===== config.mk =====
export PLATFORM = sky130hd
export DESIGN_NAME = tmr_core
export DESIGN_NICKNAME = d
export VERILOG_FILES = /design/src/design/tmr_pkg.sv /design/src/design/tmr_core.sv
export SDC_FILE = /design/constraint.sdc
export NUM_CORES = 1
export LEC_CHECK = 0
export ABC_AREA = 1
export BUFFER_PORTS_ARGS = -buffer_cell sky130_fd_sc_hd__buf_2
export CORE_MARGIN = 1
export CORE_UTILIZATION = 63
export DETAILED_ROUTE_END_ITERATION = 6
export GPL_ROUTABILITY_DRIVEN = 1
export PLACE_DENSITY = 0.86
export SLEW_MARGIN = 25
export SYNTH_ARGS = -nofsm -noshare
export SYNTH_HDL_FRONTEND = slang
export SYNTH_SLANG_ARGS = --single-unit

===== constraint.sdc =====
create_clock -name clk -period 4.06 [get_ports clk]
set_input_delay 0.812 -clock clk [delete_from_list [all_inputs] [get_ports clk]]
set_output_delay 0.812 -clock clk [all_outputs]
set_load 0.05 [all_outputs]

===== src/design/tmr_pkg.sv =====
// Shared constants and types for the normal and fast PWM timer block.
package tmr_pkg;
	localparam int CW = 10;
	localparam int NCH = 3;
	localparam int NPIN = 2 * NCH;
	localparam int AW = 8;
	localparam logic [CW-1:0] CNT_MAX = 10'h3ff;

	localparam logic [AW-1:0] OFS_CTRL = 8'h00;
	localparam logic [AW-1:0] OFS_COUNT = 8'h04;
	localparam logic [AW-1:0] OFS_TOP = 8'h08;
	localparam logic [AW-1:0] OFS_CMP0 = 8'h0c;
	localparam logic [AW-1:0] OFS_CMP1 = 8'h10;
	localparam logic [AW-1:0] OFS_CMP2 = 8'h14;
	localparam logic [AW-1:0] OFS_OUTSET = 8'h18;
	localparam logic [AW-1:0] OFS_STATUS = 8'h1c;
	localparam logic [AW-1:0] OFS_PORT = 8'h20;

	localparam int CTRL_PWM_BIT = 0;
	localparam int CTRL_WGM_BIT = 1;
	localparam int CTRL_DIV_LSB = 8;
	localparam int DIV_W = 8;
	localparam int OUTSET_FORCE_LSB = 8;
	localparam int STAT_OVF_BIT = 0;
	localparam int STAT_WAVE_LSB = 4;
	localparam int STAT_OC_LSB = 8;
	localparam int PORT_DDR_LSB = 8;

	localparam logic [1:0] SET_OFF = 2'h0;
	localparam logic [1:0] SET_TOGGLE = 2'h1;
	localparam logic [1:0] SET_CLEAR = 2'h2;
	localparam logic [1:0] SET_SET = 2'h3;

	typedef struct packed {
		logic psel;
		logic penable;
		logic pwrite;
		logic [AW-1:0] paddr;
		logic [31:0] pwdata;
	} tmr_apb_req_t;

	typedef struct packed {
		logic pready;
		logic pslverr;
		logic [31:0] prdata;
	} tmr_apb_rsp_t;

	typedef struct packed {
		logic [NPIN-1:0] level;
		logic [NPIN-1:0] oe_n;
	} tmr_pins_t;

	typedef struct packed {
		tmr_apb_rsp_t rsp;
		tmr_pins_t pins;
		logic pwm_enable_bit;
		logic waveform_mode_select;
		logic [DIV_W-1:0] tick_div;
		logic [DIV_W-1:0] div_cnt;
		logic [CW-1:0] timer_count;
		logic [CW-1:0] top_compare_value;
		logic [NCH-1:0][CW-1:0] channel_compare_value;
		logic [NCH-1:0][1:0] compare_output_setting;
		logic [NCH-1:0] channel_waveform_output;
		logic [NCH-1:0] channel_compare_output;
		logic overflow_flag;
		logic match_block;
		logic [NPIN-1:0] port_data;
		logic [NPIN-1:0] port_dir;
	} tmr_state_t;

	localparam tmr_state_t ST_RESET = '{
		pins: '{level: '0, oe_n: '1},
		default: '0
	};
endpackage


===== src/design/tmr_core.sv =====
// Timer with up-counter, programmable TOP, three compare channels and pin override.
//
// What this block does
// - Counting sequence set only by TOP, the same in both modes.
// - Normal mode counts zero to TOP, restarts.
// - Normal toggle setting inverts output on match.
// - Normal: clear setting lows, set setting highs.
// - Counter returns to zero tick after TOP.
// - Normal overflow flag sets when counter zeroes.
// - Overflow flag cleared when software services it.
// - Counter writable at any time in Normal.
// - Toggle frequency is tick rate over 2(1+TOP).
// - Normal: true pin disconnected, complement pin connected when setting non-zero.
// - Compare output reaches pin only when output.
// - Fast PWM single slope zero to TOP.
// - Fast PWM action follows output setting field.
// - Bottom transition in the wrap tick.
// - Fast PWM overflow flag sets reaching TOP.
// - Extreme compare values give spike or constant.
// - Fast PWM overrides port when setting non-zero.
// - Setting 01 drives both pins, others complement.
// - Compare output lags waveform one tick.
// - Setting change acts at next compare match.
// - Counter write blocks matches next tick.
`timescale 1ns/10ps
`default_nettype none

module tmr_core
	import tmr_pkg::*;
(
	input wire logic clk,
	input wire logic nrst,
	input wire logic psel,
	input wire logic penable,
	input wire logic pwrite,
	input wire logic [AW-1:0] paddr,
	input wire logic [31:0] pwdata,
	output logic pready,
	output logic pslverr,
	output logic [31:0] prdata,
	output logic [NPIN-1:0] pin_level,
	output logic [NPIN-1:0] pin_oe_n
);

	////////////////////////////////////////////////////////////////////////////////
	// Helpers.

	// Waveform after a compare match for the given output setting.
	function automatic logic match_action(input logic [1:0] setting, input logic wave);
		logic r;
		r = wave;
		unique case (setting)
			SET_OFF: r = wave;
			SET_TOGGLE: r = ~wave;
			SET_CLEAR: r = 1'b0;
			SET_SET: r = 1'b1;
		endcase
		return r;
	endfunction

	// Fast PWM waveform after the wrap from TOP to zero.
	function automatic logic bottom_action(input logic [1:0] setting, input logic wave);
		logic r;
		r = wave;
		unique case (setting)
			SET_OFF: r = wave;
			SET_TOGGLE: r = 1'b1;
			SET_CLEAR: r = 1'b1;
			SET_SET: r = 1'b0;
		endcase
		return r;
	endfunction

	function automatic logic [AW-1:0] cmp_ofs(input int ch);
		logic [AW-1:0] r;
		r = OFS_CMP0;
		if (ch == 1) begin
			r = OFS_CMP1;
		end else if (ch == 2) begin
			r = OFS_CMP2;
		end
		return r;
	endfunction

	////////////////////////////////////////////////////////////////////////////////
	// State.

	tmr_apb_req_t req;
	tmr_state_t st_reg;
	tmr_state_t st_next;

	assign req = '{psel: psel, penable: penable, pwrite: pwrite, paddr: paddr, pwdata: pwdata};

	assign pready = st_reg.rsp.pready;
	assign pslverr = st_reg.rsp.pslverr;
	assign prdata = st_reg.rsp.prdata;
	assign pin_level = st_reg.pins.level;
	assign pin_oe_n = st_reg.pins.oe_n;

	////////////////////////////////////////////////////////////////////////////////
	// Next state.

	always_comb begin
		logic setup;
		logic wr;
		logic tick;
		logic wrap;
		logic fast;
		logic mapped;
		logic ovf_set;
		logic ovf_clr;
		logic [CW-1:0] cnt_inc;
		logic [31:0] rd;
		logic [NCH-1:0] force_hit;
		logic match;
		logic conn_true;
		logic conn_comp;
		logic comp_val;
		setup = 1'b0;
		wr = 1'b0;
		tick = 1'b0;
		wrap = 1'b0;
		fast = 1'b0;
		mapped = 1'b0;
		ovf_set = 1'b0;
		ovf_clr = 1'b0;
		cnt_inc = '0;
		rd = '0;
		force_hit = '0;
		match = 1'b0;
		conn_true = 1'b0;
		conn_comp = 1'b0;
		comp_val = 1'b0;
		st_next = st_reg;

		// Tick divider: zero stops the timer, n gives one tick every n clocks.
		if (st_reg.tick_div != '0) begin
			if (st_reg.div_cnt + 8'h01 >= st_reg.tick_div) begin
				st_next.div_cnt = '0;
				tick = 1'b1;
			end else begin
				st_next.div_cnt = st_reg.div_cnt + 8'h01;
			end
		end else begin
			st_next.div_cnt = '0;
		end

		// Counting depends only on TOP and the tick, never on the mode bits or the output settings.
		fast = st_reg.pwm_enable_bit;
		wrap = st_reg.timer_count == st_reg.top_compare_value;
		cnt_inc = st_reg.timer_count + 10'h001;
		if (tick) begin
			if (wrap) begin
				st_next.timer_count = '0;
			end else begin
				st_next.timer_count = cnt_inc;
			end
			if (fast) begin
				ovf_set = st_next.timer_count == st_reg.top_compare_value;
			end else begin
				ovf_set = wrap;
			end
			// The dead-time stage runs with zero delay here, so it only resynchronises.
			st_next.channel_compare_output = st_reg.channel_waveform_output;
			st_next.match_block = 1'b0;
		end

		for (int ch = 0; ch < NCH; ch++) begin
			// A match in the tick after a counter write is dropped so that a compare
			// value equal to the new count does not fire immediately.
			match = tick && !st_reg.match_block &&
				st_reg.timer_count == st_reg.channel_compare_value[ch];
			if (tick) begin
				if (fast) begin
					// Bottom action wins when the match coincides with the wrap.
					if (wrap) begin
						st_next.channel_waveform_output[ch] = bottom_action(
							st_reg.compare_output_setting[ch],
							st_reg.channel_waveform_output[ch]);
					end else if (match) begin
						st_next.channel_waveform_output[ch] = match_action(
							st_reg.compare_output_setting[ch] == SET_TOGGLE ?
							SET_CLEAR : st_reg.compare_output_setting[ch],
							st_reg.channel_waveform_output[ch]);
					end
				end else if (match) begin
					st_next.channel_waveform_output[ch] = match_action(
						st_reg.compare_output_setting[ch],
						st_reg.channel_waveform_output[ch]);
				end
			end
		end

		// APB: the answer is prepared in the setup cycle and shown in the access cycle.
		setup = req.psel && !req.penable;
		wr = req.psel && req.penable && req.pwrite && st_reg.rsp.pready;
		mapped = 1'b0;
		rd = '0;
		unique case (req.paddr)
			OFS_CTRL: begin
				mapped = 1'b1;
				rd[CTRL_PWM_BIT] = st_reg.pwm_enable_bit;
				rd[CTRL_WGM_BIT] = st_reg.waveform_mode_select;
				rd[CTRL_DIV_LSB +: DIV_W] = st_reg.tick_div;
			end
			OFS_COUNT: begin
				mapped = 1'b1;
				rd[CW-1:0] = st_reg.timer_count;
			end
			OFS_TOP: begin
				mapped = 1'b1;
				rd[CW-1:0] = st_reg.top_compare_value;
			end
			OFS_OUTSET: begin
				mapped = 1'b1;
				rd[2*NCH-1:0] = st_reg.compare_output_setting;
			end
			OFS_STATUS: begin
				mapped = 1'b1;
				rd[STAT_OVF_BIT] = st_reg.overflow_flag;
				rd[STAT_WAVE_LSB +: NCH] = st_reg.channel_waveform_output;
				rd[STAT_OC_LSB +: NCH] = st_reg.channel_compare_output;
			end
			OFS_PORT: begin
				mapped = 1'b1;
				rd[NPIN-1:0] = st_reg.port_data;
				rd[PORT_DDR_LSB +: NPIN] = st_reg.port_dir;
			end
			default: begin
				for (int ch = 0; ch < NCH; ch++) begin
					if (req.paddr == cmp_ofs(ch)) begin
						mapped = 1'b1;
						rd[CW-1:0] = st_reg.channel_compare_value[ch];
					end
				end
			end
		endcase
		st_next.rsp.pready = setup;
		st_next.rsp.pslverr = setup && !mapped;
		st_next.rsp.prdata = (setup && mapped && !req.pwrite) ? rd : '0;

		if (wr && mapped) begin
			unique case (req.paddr)
				OFS_CTRL: begin
					st_next.pwm_enable_bit = req.pwdata[CTRL_PWM_BIT];
					st_next.waveform_mode_select = req.pwdata[CTRL_WGM_BIT];
					st_next.tick_div = req.pwdata[CTRL_DIV_LSB +: DIV_W];
				end
				OFS_COUNT: begin
					st_next.timer_count = req.pwdata[CW-1:0];
					st_next.match_block = 1'b1;
				end
				OFS_TOP: begin
					st_next.top_compare_value = req.pwdata[CW-1:0];
				end
				OFS_OUTSET: begin
					st_next.compare_output_setting = req.pwdata[2*NCH-1:0];
					force_hit = req.pwdata[OUTSET_FORCE_LSB +: NCH];
				end
				OFS_STATUS: begin
					ovf_clr = req.pwdata[STAT_OVF_BIT];
				end
				OFS_PORT: begin
					st_next.port_data = req.pwdata[NPIN-1:0];
					st_next.port_dir = req.pwdata[PORT_DDR_LSB +: NPIN];
				end
				default: begin
					for (int ch = 0; ch < NCH; ch++) begin
						if (req.paddr == cmp_ofs(ch)) begin
							st_next.channel_compare_value[ch] = req.pwdata[CW-1:0];
						end
					end
				end
			endcase
		end

		// Force strobes apply the new match action at once, Normal mode only.
		if (!fast) begin
			for (int ch = 0; ch < NCH; ch++) begin
				if (force_hit[ch]) begin
					st_next.channel_waveform_output[ch] = match_action(
						req.pwdata[2*ch +: 2], st_reg.channel_waveform_output[ch]);
				end
			end
		end

		// Hardware set beats a software clear in the same cycle.
		if (ovf_set) begin
			st_next.overflow_flag = 1'b1;
		end else if (ovf_clr) begin
			st_next.overflow_flag = 1'b0;
		end

		// Pin override: pins 2ch (true) and 2ch+1 (complement) of each channel.
		for (int ch = 0; ch < NCH; ch++) begin
			conn_true = fast && st_reg.compare_output_setting[ch] == SET_TOGGLE;
			conn_comp = st_reg.compare_output_setting[ch] != SET_OFF;
			comp_val = conn_true ? ~st_reg.channel_compare_output[ch] :
				st_reg.channel_compare_output[ch];
			st_next.pins.oe_n[2*ch] = ~st_reg.port_dir[2*ch];
			st_next.pins.oe_n[2*ch+1] = ~st_reg.port_dir[2*ch+1];
			st_next.pins.level[2*ch] = conn_true ?
				st_reg.channel_compare_output[ch] : st_reg.port_data[2*ch];
			st_next.pins.level[2*ch+1] = conn_comp ?
				comp_val : st_reg.port_data[2*ch+1];
		end
	end

	////////////////////////////////////////////////////////////////////////////////
	// Registers.

	always_ff @(posedge clk) begin
		if (!nrst) begin
			st_reg <= ST_RESET;
		end else begin
			st_reg <= st_next;
		end
	end

endmodule

`default_nettype wire


Word level (Yosys, flattened, before mapping)
Index checks and enable logic that the tools add are counted.
Word-level totals
  ROM bits: 0
  RAM bits: 0
  word-level logic and storage cells: 229
  memories: 0
  bits in latches: 0
  output and inout bits: 46
  bits of input ports: 45
  register bits: 140
Cells by class
  bitwise gates (word level): 15
  $add $sub $neg: 2
  reduce and logical (&&, ||, !) cells: 51
  eq/ne operators: 45
  multiplexer cells: 88
  $mul: 0
  magnitude comparators: 1
  shift operators: 0
  div/mod/pow operators: 0
Operators with widths (number)
  $mux 10: 11
  $mux 56: 1
  $eq 10x10->1: 5
  $mux 1: 41
  $eq 2x2->1 const B: 18
  $eq 8x8->1: 4
  $mux 8: 4
  $mux 30: 1
  $pmux 1 s4: 7
  $pmux 1 s3: 8
  $pmux 2 s6: 2
  $eq 2x1->1 const B: 9
  $logic_not 2->1: 9
  $eq 8x4->1 const B: 2
  $eq 8x5->1 const B: 2
  $logic_and 1x1->1: 15
  $not 1->1: 15
  $mux 13: 1
  $mux 12: 1
  $pmux 1 s6: 2
  $reduce_and 3->1: 4
  $add 10x1->10 const B: 1
  $pmux 2 s5: 1
  $reduce_and 2->1: 5
  other kinds (17): 33

Depth between registers and ports, before layout
  depth after elaboration: 13
  depth in mapped cells: 23

Least setup slack after synthesis
OpenSTA, ideal clock, no wires.
  kind: flip-flop to flip-flop
  from: register st_reg[76] (netlist name)
  to: register st_reg[18] (netlist name)
  slack: 1458 ps
  buffers on the path: 0
  arrival time: 2531 ps
  setup time: 71 ps
  cell stages (with the launch flop): 19
  clock period less this slack: 2602 ps
  data required time: 3989 ps
  cells stage by stage: dfxtp_1 nand3_1 nand3b_1 and3b_1 xor2_1 inv_1 ha_1 nand2_1 nor2_1 nand2_1 a21oi_1 nand4_1 nand3_1 nand2_1 nand2_1 nand2_1 nand2_1 nand2_1 a21oi_1
Between the ends
  word-level cells in the longest chain between the ends: 12
RTL lines
  start, declared: RTL line tmr_core.sv:89  | tmr_state_t st_reg;
  start signal, assigned: RTL line tmr_core.sv:316  | st_reg <= st_next;
  $add 8x1->8 (*): RTL line tmr_core.sv:138  | if (st_reg.div_cnt + 8'h01 >= st_reg.tick_div) begin
  $ge 8x8->1 (*): RTL line tmr_core.sv:138
  $mux 1 (*): RTL line tmr_core.sv:138
  $mux 1 (*): RTL line tmr_core.sv:137  | if (st_reg.tick_div != '0) begin
  $logic_and 1x1->1 (2 in a row): RTL line tmr_core.sv:171  | match = tick && !st_reg.match_block &&
  $mux 1: RTL line tmr_core.sv:180  | end else if (match) begin
  $mux 1: RTL line tmr_core.sv:176  | if (wrap) begin
  $mux 1: RTL line tmr_core.sv:174  | if (fast) begin
  $mux 1 (*): RTL line tmr_core.sv:173  | if (tick) begin
  $mux 1: RTL line tmr_core.sv:280  | if (force_hit[ch]) begin
  $mux 3 (*): RTL line tmr_core.sv:278  | if (!fast) begin
Mark *: on every way between the ends. The rest lies on a longest branch, timed or not.
A chain may end at the register's enable or synchronous reset.

Final worst setup path
  from: register st_reg[76] (netlist name)
  to: register st_reg[67] (netlist name)
Between the ends
  word-level cells in the longest chain between the ends: 7
RTL lines
  $add 8x1->8 (*): RTL line tmr_core.sv:138
  $ge 8x8->1 (*): RTL line tmr_core.sv:138
  $mux 1 (*): RTL line tmr_core.sv:138
  $mux 1 (*): RTL line tmr_core.sv:137
  $mux 10 (*): RTL line tmr_core.sv:152  | if (tick) begin
  $mux 10: RTL line tmr_core.sv:243  | unique case (req.paddr)
  $mux 56 (*): RTL line tmr_core.sv:242  | if (wr && mapped) begin
Marks and branches as above.

==> summary.md <==
| Metric | Value |
|---|---|
| Largest net degree at the start of global routing | 81 |
| Core Box Area | 0.0109 mm² |
| CTS root buf | clkbuf_8 |
| Maximum vdd drop | 250 µV |
| Leak | 3.49 nW |
| Number of remaining DRC errors | 0 |
| Vias | around 7000 |
| Die area | roughly 0.012 mm² |
| Met1 Use GR | about 45% |
| Number of synthesized register bits | 124 |
| IO Count | 91 |
| Max FFs per register | between 90 and 100 |
| Worst-case clock buffer depth | 2 |
| Die Ht | 108 µm |
| Final Hold Viols | 0 |
| Routed WL | approximately 20 mm |
| MaxCap Viol Count | 0 |
| PortBufs | 58 |
| Via density | between 5 and 6 |
| Vias in the first global route | 6378 |
| Warnings from Yosys | 0 |
| Worst relative slew slack | 48.5% |
| Count of flip-flops with a built-in enable after synthesis | 0 |
| Power per Cell Area | around 380 mW/mm² |
| First DRT Iteration DRCs | 715 |
| Top_reg_cell synth | dfxtp_1 |
| Grt met3 use | about 8.5% |
| Row cnt | 38 |
| F_max | 317 MHz |
| Synth cell types | 38 |
| Syn avg cell area | roughly 6.6 µm² |
| Ant. Diodes | 0 |
| CTS Hold Buffers Added | 0 |
| Setup TNS | 0 ps |
| Clock Pin Slew Worst Setup and Hold Paths | around 60 ps |
| Clock insertion delay at the later pin of the skew report | around 540 ps |
| Starting density of the core | 64.8% |
| WL/cell | 15.9 µm |
| Antenna viol nets, final | 0 |
| Post-cts resize count | 0 |
| Area of the mapped netlist | 0.00706 mm² |
| Remaining Overflow, GRT | 0 |
| Async SR Flop Fraction | 0% |
| Die width | 108 µm |
| Crit. End Element | register |
| Worst setup margin | 902 ps |
| Setup violators final | 0 |
| WP data arrival | 3590 ps |
| Setup WS pre-CTS | ~710 ps |
| H-tree depth | 4 |
| Slew of the pin with the lowest slew margin | 772 ps |
| Met2 Use GR | 54.2% |
| Total CTS buffers | 17 |
| GR Util All Layers | around a third |
| Nets | 1146 |
| Synth-to-layout area growth | 9.25% |
| Crit-path max FO | 19 |
| Post-CTS setup buffers | 0 |
| Post-DP HPWL | 13.2 mm |
| Worst Path Required | between 4000 and 5000 ps |
| Drt pass-1 iters | 6 |
| Setup Skew | 6.74 ps |
| Slew Limit Fails | 0 |
| Tmin final | roughly 3200 ps |
| Initial antenna violation count | 0 |
| Final Cycle Share | 77.8% |
| Most used routing layer | met2 |
| Setup CP Type | reg2reg |
| CP startpoint kind | register |
| Min-Delay Path Class | reg2reg |
| First-pass GRT wire length | 31.1 mm |
| Synth Instances | 1065 |
| RSZ-0062 raised after global routing | no |
| CTS tree | yes |
| Outcome | complete, no violations |
| Gpl congestion | 0.970 |
| Clk sinks | around 120 |
| Sequential area share after synthesis | between 30% and 40% |
| Layout cells sized above 1 | 11.5% |
-- stage by stage --
| step | std cells | hold slack [ps] | util (%) | cell area, µm² | power [mW] |
|---|---|---|---|---|---|
| final | 1231 | 388 | 70.8 | 7710 | 2.91 |
| after floorplan | 1080 | 358 | - | 7120 | 1.33 |
| after global placement | 1199 | 365 | 65.1 | 7090 | 1.35 |
| after detailed placement | 1199 | 366 | 65.1 | 7090 | 1.35 |
| after CTS | 1231 | 388 | 70.8 | 7710 | 2.92 |
| after global routing | 1231 | 405 | 70.8 | 7710 | 2.99 |
-- placed cells by master (no fill, tap or decap), drive strengths merged, types with 21 or more instances in the layout --
cell / n
nand2: 287
inv: 145
dfxtp: 124
a21oi: 106
o21ai: 104
nor2: 77
buf: 62
nand3: 41
ha: 23
clkbuf: 21
-- layer usage --
layer	routed length (µm)	up-vias
met5	0	-
met4	870	0
met3	2250	82
met2	8420	457
met1	8060	3087
li1	-	3414
-- cells by family after synthesis --
group	share of synthesized area [%]
fa+ha+maj	4.08
compound gates	19.0
simple gates	25.0
flops	35.2
xor+xnor	1.74
buf+inv	15.0
other cells	0.0531
-- cell usage after synthesis, drive strengths merged, types with 2 or more instances --
master | count | share of area (%)
nand3 | 41 | 3.0
nand2 | 287 | 16
inv | 142 | 7.6
a31oi | 11 | 0.97
nor3 | 9 | 0.99
a21oi | 106 | 7.6
a211oi | 2 | 0.21
nand4 | 7 | 0.62
ha | 23 | 4.1
o22ai | 16 | 1.4
a221oi | 3 | 0.37
nor2 | 77 | 4.2
clkbuf | 18 | 0.96
xor2 | 13 | 1.6
dfxtp | 124 | 35
nand3b | 4 | 0.43
a41oi | 4 | 0.50
o21ai | 104 | 7.4
buf | 65 | 6.5
-- worst max-delay path, cell delays in order, from the launching register on --
cell	delay, ps
dfxtp_1	380
nand3_1	120
nand3b_1	210
and3b_1	240
xor2_1	210
inv_1	70
ha_1	300
a21o_1	180
nor2_1	190
nand2_1	120
nand2_1	580
o21ai_0	210
o21ai_0	190
nor2_1	50
-- report_power, final --
group / internal, mW / switching (mW) / total, mW / leakage (nW)
sequential: 1.22 / 0.000268 / 1.22 / 0.999
combinational: 0.0222 / 0.0876 / 0.110 / 2.19
clock: 1.01 / 0.577 / 1.59 / 0.298
-- worst paths after layout --
kind	from	to	cells past startpoint	slack, ps
worst max-delay path	st_reg[76]	st_reg[67]	13	900
worst min-delay path	st_reg[0]	pin_oe_n[0]	1	390
worst max register to register	st_reg[76]	st_reg[67]	13	900
worst min register to register	st_reg[0]	pin_oe_n[0]	1	390
-- area by class of cell --
type	instances	area (µm²)
Tap cell	140	175
Inverter	142	536
Fill cell	866	3170
Multi-Input combinational cell	731	3570
Clock inverter	11	156
Timing Repair Buffer	62	320
Sequential cell	124	2480
Clock buffer	21	469
Note: power is estimated with default switching activity, not from simulation.
